<file path="config.mk">
export PLATFORM = sky130hd
export DESIGN_NAME = bor_top
export DESIGN_NICKNAME = d
export VERILOG_FILES = /design/src/verilog/bor_field.v /design/src/verilog/bor_lencheck.v /design/src/verilog/bor_top.v
export VERILOG_INCLUDE_DIRS = /design/src /design/src/verilog
export SDC_FILE = /design/constraint.sdc
export NUM_CORES = 1
export LEC_CHECK = 0
export BUFFER_PORTS_ARGS = -buffer_cell sky130_fd_sc_hd__buf_4
export CAP_MARGIN = 10
export CELL_PAD_IN_SITES_DETAIL_PLACEMENT = 0
export CELL_PAD_IN_SITES_GLOBAL_PLACEMENT = 1
export CORE_MARGIN = 2
export CORE_UTILIZATION = 30
export CTS_CLUSTER_SIZE = 25
export DETAILED_ROUTE_END_ITERATION = 12
export PLACE_DENSITY_LB_ADDON = 0.15
export SETUP_SLACK_MARGIN = 0.15
export SYNTH_ARGS = -nofsm -noshare
export SYNTH_HDL_FRONTEND = slang
export SYNTH_SLANG_ARGS = --single-unit
</file>
<file path="constraint.sdc">
create_clock -name ref_clk -period 3.36 [get_ports ref_clk]
set_input_delay 0.168 -clock ref_clk [delete_from_list [all_inputs] [get_ports ref_clk]]
set_output_delay 0.168 -clock ref_clk [all_outputs]
set_load 0.05 [all_outputs]
</file>
<file path="src/verilog/bor_regs.vh">
// Constants of the bus options register block
//
// Behaviour
// - Bits 31 to 28 hold four writable capability flags (resource manager, cycle master, isochronous, bus manager).
// - Bit 27 is a writable power-management flag that resets to zero.
// - Bits 26 to 24 always read as zero.
// - Bits 23 to 16 hold a writable 8-bit cycle-master clock accuracy in ppm.
// - Bits 15 to 12 hold a writable max-request code; the payload limit is 2^(code+1) bytes, never below 512.
// - A received block write longer than the max-request size may be answered with ack_type_error.
// - The max-request code ignores software reset and loads 4'hA (2048 bytes) on hardware reset.
// - Bits 2 to 0 always read as 3'b010 (100, 200 and 400 Mbit/s).
// - Bits 7 and 6 hold a writable generation counter advanced when the ROM changed since the last bus reset.
// - Bits 11 to 8 and 5 to 3 always read as zero.
`ifndef BOR_REGS_VH
`define BOR_REGS_VH

// Register offsets
`define BOR_OPT_OFS      8'h20
`define BOR_STAT_OFS     8'h3C

// Field positions of the options quadlet
`define BOR_CAP_MSB      31
`define BOR_CAP_LSB      28
`define BOR_PMC_BIT      27
`define BOR_ACC_MSB      23
`define BOR_ACC_LSB      16
`define BOR_MREC_MSB     15
`define BOR_MREC_LSB     12
`define BOR_GEN_MSB      7
`define BOR_GEN_LSB      6
`define BOR_SPD_MSB      2
`define BOR_SPD_LSB      0

// Field positions of the status register
`define BOR_ST_PEND_BIT  0
`define BOR_ST_LWR_BIT   1
`define BOR_ST_ERR_BIT   2

// Reset and fixed values
`define BOR_CAP_RST      4'h0
`define BOR_PMC_RST      1'h0
`define BOR_ACC_RST      8'h00
`define BOR_MREC_RST     4'hA
`define BOR_MREC_MIN     4'h8
`define BOR_GEN_RST      2'h0
`define BOR_GEN_STEP     2'h1
`define BOR_SPD_CODE     3'h2
`define BOR_RSV_HI_VAL   3'h0
`define BOR_RSV_MID_VAL  4'h0
`define BOR_RSV_LO_VAL   3'h0
`define BOR_ZERO32       32'h0000_0000

`endif

</file>
<file path="src/verilog/bor_field.v">
// Writable register field with hardware and optional software reset
`timescale 1ns/1ps
`default_nettype none

module bor_field #(
	parameter         W       = 4,
	parameter [W-1:0] RST_VAL = {W{1'b0}},
	parameter         SOFT    = 1
) (
	input  wire         ref_clk,
	input  wire         rst_b,
	input  wire         soft_rst,
	input  wire         wr_en,
	input  wire [W-1:0] wdata,
	output reg  [W-1:0] q_ff
);

	// Soft reset reloads only when SOFT is set
	always @(posedge ref_clk or negedge rst_b) begin
		if (!rst_b) begin
			q_ff <= RST_VAL;
		end else if ((SOFT != 0) && soft_rst) begin
			q_ff <= RST_VAL;
		end else if (wr_en) begin
			q_ff <= wdata;
		end
	end

endmodule

`default_nettype wire

</file>
<file path="src/verilog/bor_lencheck.v">
// Block write length check against the max-request size
`timescale 1ns/1ps
`default_nettype none

module bor_lencheck #(
	parameter LW = 16
) (
	input  wire          ref_clk,
	input  wire          rst_b,
	input  wire          req_valid,
	input  wire [LW-1:0] req_len,
	input  wire [3:0]    mrec_code,
	output reg           done_ff,
	output reg           err_ff,
	output wire [16:0]   max_bytes
);

	// Payload limit 2^(code+1); code 15 gives 65536
	assign max_bytes = {16'h0000, 1'b1} << ({1'b0, mrec_code} + 5'h01);

	wire over = ({{(17 - LW){1'b0}}, req_len} > max_bytes);

	// Verdict one cycle after the request
	always @(posedge ref_clk or negedge rst_b) begin
		if (!rst_b) begin
			done_ff <= 1'b0;
			err_ff  <= 1'b0;
		end else begin
			done_ff <= req_valid;
			err_ff  <= req_valid & over;
		end
	end

endmodule

`default_nettype wire

</file>
<file path="src/verilog/bor_top.v">
// Bus options register with max-request length check
`timescale 1ns/1ps
`default_nettype none
`include "bor_regs.vh"

module bor_top #(
	parameter LW = 16
) (
	input  wire          ref_clk,
	input  wire          rst_b,
	input  wire          soft_rst,
	input  wire [7:0]    reg_addr,
	input  wire [31:0]   reg_wdata,
	input  wire          reg_wr,
	input  wire          reg_rd,
	output reg  [31:0]   reg_rdata,
	input  wire          link_on_control,
	input  wire          rom_changed,
	input  wire          bus_reset,
	input  wire          bw_req_valid,
	input  wire [LW-1:0] bw_req_len,
	output wire          bw_chk_done,
	output wire          bw_ack_type_error,
	output wire [31:0]   bus_options_q,
	output wire [16:0]   max_rec_bytes
);

	// Write decode; anything but the two mapped places is ignored
	wire wr_opt;
	wire wr_stat;

	assign wr_opt  = reg_wr && (reg_addr == `BOR_OPT_OFS);
	assign wr_stat = reg_wr && (reg_addr == `BOR_STAT_OFS);

	// Read decode; unmapped places read as zero
	wire rd_opt;
	wire rd_stat;

	assign rd_opt  = reg_rd && (reg_addr == `BOR_OPT_OFS);
	assign rd_stat = reg_rd && (reg_addr == `BOR_STAT_OFS);

	// Field slices of the write data
	wire [3:0] wd_cap;
	wire       wd_pmc;
	wire [7:0] wd_acc;
	wire [3:0] wd_mrec;
	wire [1:0] wd_gen;

	assign wd_cap  = reg_wdata[`BOR_CAP_MSB:`BOR_CAP_LSB];
	assign wd_pmc  = reg_wdata[`BOR_PMC_BIT];
	assign wd_acc  = reg_wdata[`BOR_ACC_MSB:`BOR_ACC_LSB];
	assign wd_mrec = reg_wdata[`BOR_MREC_MSB:`BOR_MREC_LSB];
	assign wd_gen  = reg_wdata[`BOR_GEN_MSB:`BOR_GEN_LSB];

	// Field write enables; a max-request code under 512 bytes is refused
	wire mrec_ok;
	wire wr_cap;
	wire wr_pmc;
	wire wr_acc;
	wire wr_mrec;
	wire wr_gen;

	assign mrec_ok = (wd_mrec >= `BOR_MREC_MIN);
	assign wr_cap  = wr_opt;
	assign wr_pmc  = wr_opt;
	assign wr_acc  = wr_opt;
	assign wr_mrec = wr_opt && mrec_ok;
	assign wr_gen  = wr_opt;

	// Field outputs
	wire [3:0] cap_q;
	wire [0:0] pmc_q;
	wire [7:0] acc_q;
	wire [3:0] mrec_q;

	// Capability flags; kept over software reset
	bor_field #(
		.W       (4),
		.RST_VAL (`BOR_CAP_RST),
		.SOFT    (0)
	) u_cap (
		.ref_clk  (ref_clk),
		.rst_b    (rst_b),
		.soft_rst (soft_rst),
		.wr_en    (wr_cap),
		.wdata    (wd_cap),
		.q_ff     (cap_q)
	);

	// Power-management flag; clears on either reset
	bor_field #(
		.W       (1),
		.RST_VAL (`BOR_PMC_RST),
		.SOFT    (1)
	) u_pmc (
		.ref_clk  (ref_clk),
		.rst_b    (rst_b),
		.soft_rst (soft_rst),
		.wr_en    (wr_pmc),
		.wdata    (wd_pmc),
		.q_ff     (pmc_q)
	);

	// Cycle-master clock accuracy in ppm
	bor_field #(
		.W       (8),
		.RST_VAL (`BOR_ACC_RST),
		.SOFT    (0)
	) u_acc (
		.ref_clk  (ref_clk),
		.rst_b    (rst_b),
		.soft_rst (soft_rst),
		.wr_en    (wr_acc),
		.wdata    (wd_acc),
		.q_ff     (acc_q)
	);

	// Max-request code; software reset never touches it
	bor_field #(
		.W       (4),
		.RST_VAL (`BOR_MREC_RST),
		.SOFT    (0)
	) u_mrec (
		.ref_clk  (ref_clk),
		.rst_b    (rst_b),
		.soft_rst (soft_rst),
		.wr_en    (wr_mrec),
		.wdata    (wd_mrec),
		.q_ff     (mrec_q)
	);

	// Generation counter and ROM-change pending flag
	reg  [1:0] gen_ff;
	reg  [1:0] nxt_gen;
	reg        pend_ff;
	reg        nxt_pend;

	// Bus-reset step and pending clear; the sum keeps its carry apart
	wire       ev_gen_adv;
	wire       ev_pend_clr;
	wire [2:0] gen_sum;

	assign ev_gen_adv  = bus_reset && pend_ff;
	assign ev_pend_clr = wr_stat && reg_wdata[`BOR_ST_PEND_BIT];
	assign gen_sum     = {1'b0, gen_ff} + {1'b0, `BOR_GEN_STEP}; // Wraps 3 to 0

	// Generation: a write in the same cycle beats the bus-reset step
	always @* begin
		nxt_gen = gen_ff;
		if (ev_gen_adv) begin
			nxt_gen = gen_sum[1:0];
		end
		if (wr_gen) begin
			nxt_gen = wd_gen;
		end
	end

	// Pending: a ROM change wins over a bus-reset or write-one clear, soft reset clears and wins over both
	always @* begin
		nxt_pend = pend_ff;
		if (ev_gen_adv || ev_pend_clr) begin
			nxt_pend = 1'b0;
		end
		if (rom_changed) begin
			nxt_pend = 1'b1;
		end
		if (soft_rst) begin
			nxt_pend = 1'b0;
		end
	end

	// Generation and pending registers
	always @(posedge ref_clk or negedge rst_b) begin
		if (!rst_b) begin
			gen_ff  <= `BOR_GEN_RST;
			pend_ff <= 1'b0;
		end else begin
			gen_ff  <= nxt_gen;
			pend_ff <= nxt_pend;
		end
	end

	// Fixed and reserved parts of the quadlet
	wire [2:0] rsv_hi;
	wire [3:0] rsv_mid;
	wire [2:0] rsv_lo;
	wire [2:0] spd_code;

	assign rsv_hi   = `BOR_RSV_HI_VAL;
	assign rsv_mid  = `BOR_RSV_MID_VAL;
	assign rsv_lo   = `BOR_RSV_LO_VAL;
	assign spd_code = `BOR_SPD_CODE;

	// Assembled quadlet; fixed and reserved bits come from constants
	assign bus_options_q = {
		cap_q,
		pmc_q,
		rsv_hi,
		acc_q,
		mrec_q,
		rsv_mid,
		gen_ff,
		rsv_lo,
		spd_code
	};

	// Length check of received block writes
	bor_lencheck #(
		.LW (LW)
	) u_chk (
		.ref_clk   (ref_clk),
		.rst_b     (rst_b),
		.req_valid (bw_req_valid),
		.req_len   (bw_req_len),
		.mrec_code (mrec_q),
		.done_ff   (bw_chk_done),
		.err_ff    (bw_ack_type_error),
		.max_bytes (max_rec_bytes)
	);

	// Sticky status: write while link is on, oversize write seen
	reg  lwr_ff;
	reg  nxt_lwr;
	reg  err_seen_ff;
	reg  nxt_err_seen;

	// Status set events and write-one clears
	wire ev_lwr_set;
	wire ev_lwr_clr;
	wire ev_err_set;
	wire ev_err_clr;

	assign ev_lwr_set = wr_opt && link_on_control;
	assign ev_lwr_clr = wr_stat && reg_wdata[`BOR_ST_LWR_BIT];
	assign ev_err_set = bw_ack_type_error;
	assign ev_err_clr = wr_stat && reg_wdata[`BOR_ST_ERR_BIT];

	// Link-on write flag; a new event in the same cycle wins
	always @* begin
		nxt_lwr = lwr_ff;
		if (ev_lwr_clr) begin
			nxt_lwr = 1'b0;
		end
		if (ev_lwr_set) begin
			nxt_lwr = 1'b1;
		end
		if (soft_rst) begin
			nxt_lwr = 1'b0;
		end
	end

	// Oversize flag; a new event in the same cycle wins
	always @* begin
		nxt_err_seen = err_seen_ff;
		if (ev_err_clr) begin
			nxt_err_seen = 1'b0;
		end
		if (ev_err_set) begin
			nxt_err_seen = 1'b1;
		end
		if (soft_rst) begin
			nxt_err_seen = 1'b0;
		end
	end

	// Status registers
	always @(posedge ref_clk or negedge rst_b) begin
		if (!rst_b) begin
			lwr_ff      <= 1'b0;
			err_seen_ff <= 1'b0;
		end else begin
			lwr_ff      <= nxt_lwr;
			err_seen_ff <= nxt_err_seen;
		end
	end

	// Status quadlet
	wire [31:0] stat_word;

	assign stat_word = {29'h0000_0000, err_seen_ff, lwr_ff, pend_ff};

	// Read data one cycle after the strobe, zero otherwise
	reg [31:0] nxt_rdata;

	always @* begin
		if (rd_opt) begin
			nxt_rdata = bus_options_q;
		end else if (rd_stat) begin
			nxt_rdata = stat_word;
		end else begin
			nxt_rdata = `BOR_ZERO32;
		end
	end

	// Read data register; zero between reads
	always @(posedge ref_clk or negedge rst_b) begin
		if (!rst_b) begin
			reg_rdata <= `BOR_ZERO32;
		end else begin
			reg_rdata <= nxt_rdata;
		end
	end

endmodule

`default_nettype wire
</file>
==> flow_summary_export.csv, run 1 <==
group,metric,value,unit
global_route,grt_usage,14.16,%
timing,fmax,397.9,MHz
cts,cts_made_buffers,5,
critical_path,required,3.53,ns
synth,synthSimpleGateAreaFrac,23.12,%
detailed_routing,wl_per_cell,13.17,µm
synth,synth_top_family_by_area,"simple AND/OR/NAND/NOR gates",
cts,cts_tree,"built",
global_route,antenna_found_initial,0,
place,portBuffers,113,
timing,setup_viol,0,
detailed_routing,drc,0,
cts,cts.hold.buffers_added,2,
detailed_routing,finalWirelength,6175,µm
floorplanning,rows,32,
timing,tightestPinTransition,0.6842,ns
critical_path,worstPathMaxFanout,10,
synth,synth_compound_area_share,5.236,%
critical_path,cp_cell_sequence,"nor2b_1, nand2_1, ha_1, and3_1, a221o_1, a221o_1, nand2_1, a21oi_1",
layout,area_growth,40.18,%
timing,finalSetupTns,0,ns
synth,ys_warn_count,0,
critical_path,slowest_delay,0.63,ns
synth,synth.area.mux_share,1.866,%
timing,timing.slew.headroom,54.38,%
cts,htreeDepth,2,
synth,yosys.area_share.adder,8.294,%
critical_path,crit_slowest_cell,"dfstp_2",
place,place_congestion,0.7619,
layout,nNetsFinal,447,
timing,drv_slew,0,
power_and_ir_drop,total_power,0.001300,W
cts,cts_setup_buffers,0,
synth,yosysSeqAreaShare,47.80,%
synth,synthCells,255,
critical_path,start_kind,"register",
power_and_ir_drop,p_leak,2.047,nW
synth,yosys-top-cells-area,"dfrtp_1, nand2_1, ha_1",
cts,clock_path_buffers,2,
floorplanning,dieArea,8779,µm²
floorplanning,dieWidth,93.70,µm
timing,fin_skew,0.003683,ns
synth,ys_types,33,
cts,cts.sinks,46,
critical_path,worstPathArrival,2.68,ns
synth,async_flop_share,100.0,%
floorplanning,boundaryPins,148,
cts,clk_pin_slew,0.08,ns
detailed_routing,first_pass_iters,4,
global_route,grt_pass1_vias,2009,
place,detailed_place_hpwl,4715,µm
synth,syn_avg_cell_area,9.465,µm²
layout,drive_gt1_share,35.97,%
outcome,status,"finished, final reports clean",
synth,synth_common_cells,"nand2_1, dfrtp_1, and3_1, buf_4, inv_1",
synth,netlist_area,2414,µm²
critical_path,worstSetupPathType,"register to register",
timing,hold_violations,0,
worst_hold_path,hold_path_class,"input port to register",
cts,root_buffer,"clkbuf_8",
power_and_ir_drop,powerDensity,384.4,nW/µm²
detailed_routing,vias,2032,
synth,synth_top_area_share,45.62,%
critical_path,cp-end-kind,"register",
timing,rsz0062_at_grt,"false",
synth,synth_xor_xnor_area_share,0.7258,%
detailed_routing,drtAntennaViolNets,0,
run,cap_violations,0,
synth,yosys.area.top_type,"dfrtp_1",
timing,finalCritPeriodShare,74.79,%
synth,synthFlopType,"dfrtp_1",
floorplanning,core_region_area,7767,µm²
synth,synth_edf_count,0,
floorplanning,die_h,93.70,µm
place,pre_cts_ws,0.8656,ns
detailed_routing,vias_per_cell,4.333,
global_route,grt_pass1_wl,9632,µm
layout,final_core_util,43.56,%
detailed_routing,drt_iter0_markers,60,
synth,yosys.cell_count.top_type,"nand2_1",
layout,fin_area,3383,µm²
timing,fin_ws,0.8469,ns
layout,diodes,0,
place,placed_area,3258,µm²
power_and_ir_drop,ir_worst_vdd,0.1573,mV
cts,ctsResizeCount,0,
global_route,grt_max_degree,47,
synth,synth-seq-cells,46,
timing,fin_crit,2.513,ns
global_route,grt_overflow,0,
floorplanning,initial_core_util,31.07,%
cts,clock_latency,0.29,ns
==> cell families after synthesis <==
logic type	count (synthesis)
simple gates	113
buf+inv	54
flops	46
compound gates	19
fa+ha+maj	16
mux	3
other cells	2
xor+xnor	2
==> flip-flops by register name (all words and copies together) (netlist names), 2 cells and up <==
name / cells
reg_rdata: 22
gen_ff: 2
u_acc.q_ff: 8
u_mrec.q_ff: 4
u_cap.q_ff: 4
==> layout make-up <==
type	instances	area (µm²)
clock buffer	7	96.34
clock inverter	1	8.758
fill	815	4384
inverter	18	67.56
multi-input combinational	178	1046
sequential	46	1154
tap	102	127.6
timing repair buffer	117	883.3
==> per-stage QoR <==
stage	hold slack, ns	cells
floorplan	-0.1276	278
global placement	0.2157	459
detailed placement	0.2179	459
CTS	0.04347	469
global route	0.03364	469
finish	0.05176	469
==> cells in the final DEF, fill, tap and decap left out, drive strengths merged, types with 3 or more instances in the layout <==
cell type,synthesis,layout
nor2b,6,6
buf,27,115
nand2,57,57
a21oi,7,7
mux2,3,3
ha,16,16
nand3,11,11
and3,25,25
nand4,3,3
clkbuf,9,7
a21o,3,3
dfrtp,44,44
inv,18,18
nor2,5,5
conb,2,25
==> routing by layer <==
layer	track usage (%)	up-vias	wire length (µm)
met2	24.29	85	2971
met1	17.81	939	2595
li1	-	1002	-
met5	0	-	0
met4	3.986	0	78
met3	3.291	6	530
==> final timing paths <==
check / slack [ns] / endpoint / cells after the start / startpoint
max: 0.85 / u_chk.err_ff / 8 / u_mrec.q_ff[1]
min: 0.05 / u_pmc.q_ff / 2 / soft_rst
max reg2reg: 0.85 / u_chk.err_ff / 8 / u_mrec.q_ff[1]
min reg2reg: 0.50 / u_acc.q_ff[1] / 2 / u_acc.q_ff[1]
max in group asynchronous: 2.54 / u_chk.done_ff / 2 / rst_b
min in group asynchronous: 0.41 / reg_rdata[21] / 2 / rst_b
==> worst max-delay path, delay by kind of cell, from the launching register on <==
family                   cells  cell delay (ns)
AO/OA/AOI/OAI                3             0.71
adder cells (fa/ha/maj)      1             0.30
AND/OR/NAND/NOR              4             0.76
flip-flops                   1             0.63
==> power breakdown <==
part / total (W) / internal (W) / switching, W / leakage [nW]
Clock: 0.000375 / 0.000189 / 0.000186 / 0.0544
Combinational: 0.000325 / 0.000106 / 0.000219 / 1.37
Sequential: 0.000601 / 0.000578 / 0.0000230 / 0.623
Note: power is estimated with default switching activity, not from simulation.
==> run 2: changes to the inputs <==
CORE_UTILIZATION = 27   (was 30)
clock period = 2 ns   (was 3.36 ns; I/O delays follow)
==> flow_summary_export.csv, run 2 (synthesis gave the netlist of run 1 again) <==
group,metric,value,unit
outcome,status,"complete, but fails checks",
outcome,failed_checks,"negative setup slack",
timing,timing.slew.headroom,59.64,%
critical_path,cp-end-kind,"register",
critical_path,start_kind,"register",
cts,htreeDepth,2,
cts,clock_path_buffers,2,
place,detailed_place_hpwl,5256,µm
floorplanning,dieWidth,98.55,µm
layout,drive_gt1_share,45.17,%
detailed_routing,drtAntennaViolNets,0,
layout,layout_common_cells,"buf_4, nand2_1, dfrtp_1",
global_route,grt_max_degree,47,
cts,root_buffer,"clkbuf_8",
power_and_ir_drop,ir_worst_vdd,0.2737,mV
place,portBuffers,113,
detailed_routing,first_pass_iters,4,
detailed_routing,vias,2220,
place,place_congestion,0.8870,
critical_path,cp_cell_sequence,"nor2b_4, nand3_4, ha_4, and3_4, a221o_1, a221o_1, nand2_1, a21oi_1",
detailed_routing,finalWirelength,6974,µm
critical_path,worstPathMaxFanout,4,
timing,fin_skew,0.008397,ns
cts,cts.sinks,46,
critical_path,worstSetupPathType,"register to register",
layout,fin_area,3944,µm²
timing,setup_viol,1,
power_and_ir_drop,p_leak,2.285,nW
floorplanning,rows,34,
layout,nNetsFinal,494,
floorplanning,initial_core_util,27.81,%
floorplanning,die_h,98.55,µm
power_and_ir_drop,powerDensity,591.9,nW/µm²
worst_hold_path,hold_path_class,"input port to register",
timing,finalCritPeriodShare,103.8,%
layout,largestRegisters,"reg_rdata (22), u_acc.q_ff (8)",
timing,rsz0062_at_grt,"true",
layout,final_common_cell,"buf_4",
timing,fin_ws,-0.07559,ns
cts,cts_tree,"built",
critical_path,required,2.18,ns
timing,fmax,481.8,MHz
critical_path,crit_top_cell,"a221o_1",
floorplanning,boundaryPins,148,
critical_path,worstPathArrival,2.25,ns
run,cap_violations,0,
layout,ff_latch_area,1156,µm²
cts,clock_latency,0.29,ns
timing,hold_violations,0,
layout,fillers,867,
critical_path,crit_slowest_cell,"dfstp_2",
detailed_routing,drc,0,
timing,tightestPinTransition,0.6053,ns
layout,area_growth,63.40,%
detailed_routing,vias_per_cell,4.253,
layout,diodes,0,
detailed_routing,drt_iter0_markers,65,
timing,drv_slew,0,
timing,fin_crit,2.076,ns
global_route,grt_usage,14.29,%
critical_path,cp.buffers_inverters,0,
global_route,grt_pass1_wl,11130,µm
global_route,antenna_found_initial,0,
floorplanning,dieArea,9711,µm²
layout,multi_input_area,1174,µm²
cts,cts_made_buffers,5,
place,placed_area,3492,µm²
layout,regMostFlops,"reg_rdata",
critical_path,slowest_delay,0.54,ns
cts,clk_pin_slew,0.09,ns
critical_path,crit_family,"compound AO/OA/AOI/OAI gates",
floorplanning,core_region_area,8678,µm²
global_route,grt_overflow,0,
detailed_routing,wl_per_cell,13.36,µm
layout,final_core_util,45.44,%
global_route,grt_pass1_vias,2276,
layout,largest_register_ffs,22,
-- run 2: through the flow --
stage               setup WS, ns  power [W]  hold slack, ns  setup TNS [ns]  instances
global route             -0.1462   0.002447         0.02455         -0.1831        522
floorplan                -0.4090   0.001412         -0.1956         -0.4090        278
CTS                     -0.08193   0.002368        0.009424        -0.08193        521
finish                  -0.07559   0.002334         0.02358        -0.07559        522
global placement         -0.2401   0.001605          0.1580         -0.2401        490
detailed placement       -0.2036   0.001608          0.1599         -0.2036        490
-- run 2: what timing repair did --
| item | CTS | global route |
|---|---|---|
| setup endpoints to repair | 1 | 4 |
| pin swaps | 8 | 2 |
| setup buffers | 8 | 1 |
| gates cloned | 0 | 0 |
| hold endpoints to repair | 61 | 0 |
| gates resized for setup | 17 | 7 |
| hold buffers | 15 | 0 |
-- run 2: power breakdown --
group,switching [W],total (W),internal (W)
Clock,0.000330,0.000705,0.000375
Sequential,0.0000357,0.00101,0.000971
Combinational,0.000397,0.000622,0.000225
-- run 2: final timing paths --
path | startpoint | to | slack, ns | cells past startpoint
worst max-delay path | u_mrec.q_ff[3] | u_chk.err_ff | -0.08 | 8
worst min-delay path | reg_wdata[6] | gen_ff[0] | 0.02 | 3
worst min register to register | u_acc.q_ff[1] | u_acc.q_ff[1] | 0.50 | 2
max in group asynchronous | rst_b | u_mrec.q_ff[0] | 1.20 | 2
min in group asynchronous | rst_b | u_cap.q_ff[0] | 0.35 | 2
worst max register to register | u_mrec.q_ff[3] | u_chk.err_ff | -0.08 | 8
-- run 2: routing by layer --
layer | share of wire [%] | global-route usage [%] | wire [µm] | vias up
met5 | 0 | 0 | 0 | -
met4 | 0.69 | 3.267 | 48 | 0
met2 | 48 | 24.75 | 3374 | 88
li1 | - | - | - | 1101
met1 | 45 | 18.76 | 3116 | 1027
met3 | 6.2 | 2.411 | 434 | 4
-- run 2: layout make-up --
class,count,area share [%]
Clock inverter,3,1.110
Tap cell,108,3.426
Multi-Input combinational cell,178,29.76
Clock buffer,5,1.745
Sequential cell,46,29.31
Inverter,18,1.713
Timing Repair Buffer,164,32.93
-- run 2: tightest hold or removal path: cells and delay by family --
kind            cells  cell delay, ns
compound gates      1            0.06
buf+inv             1            0.08
simple gates        1            0.03
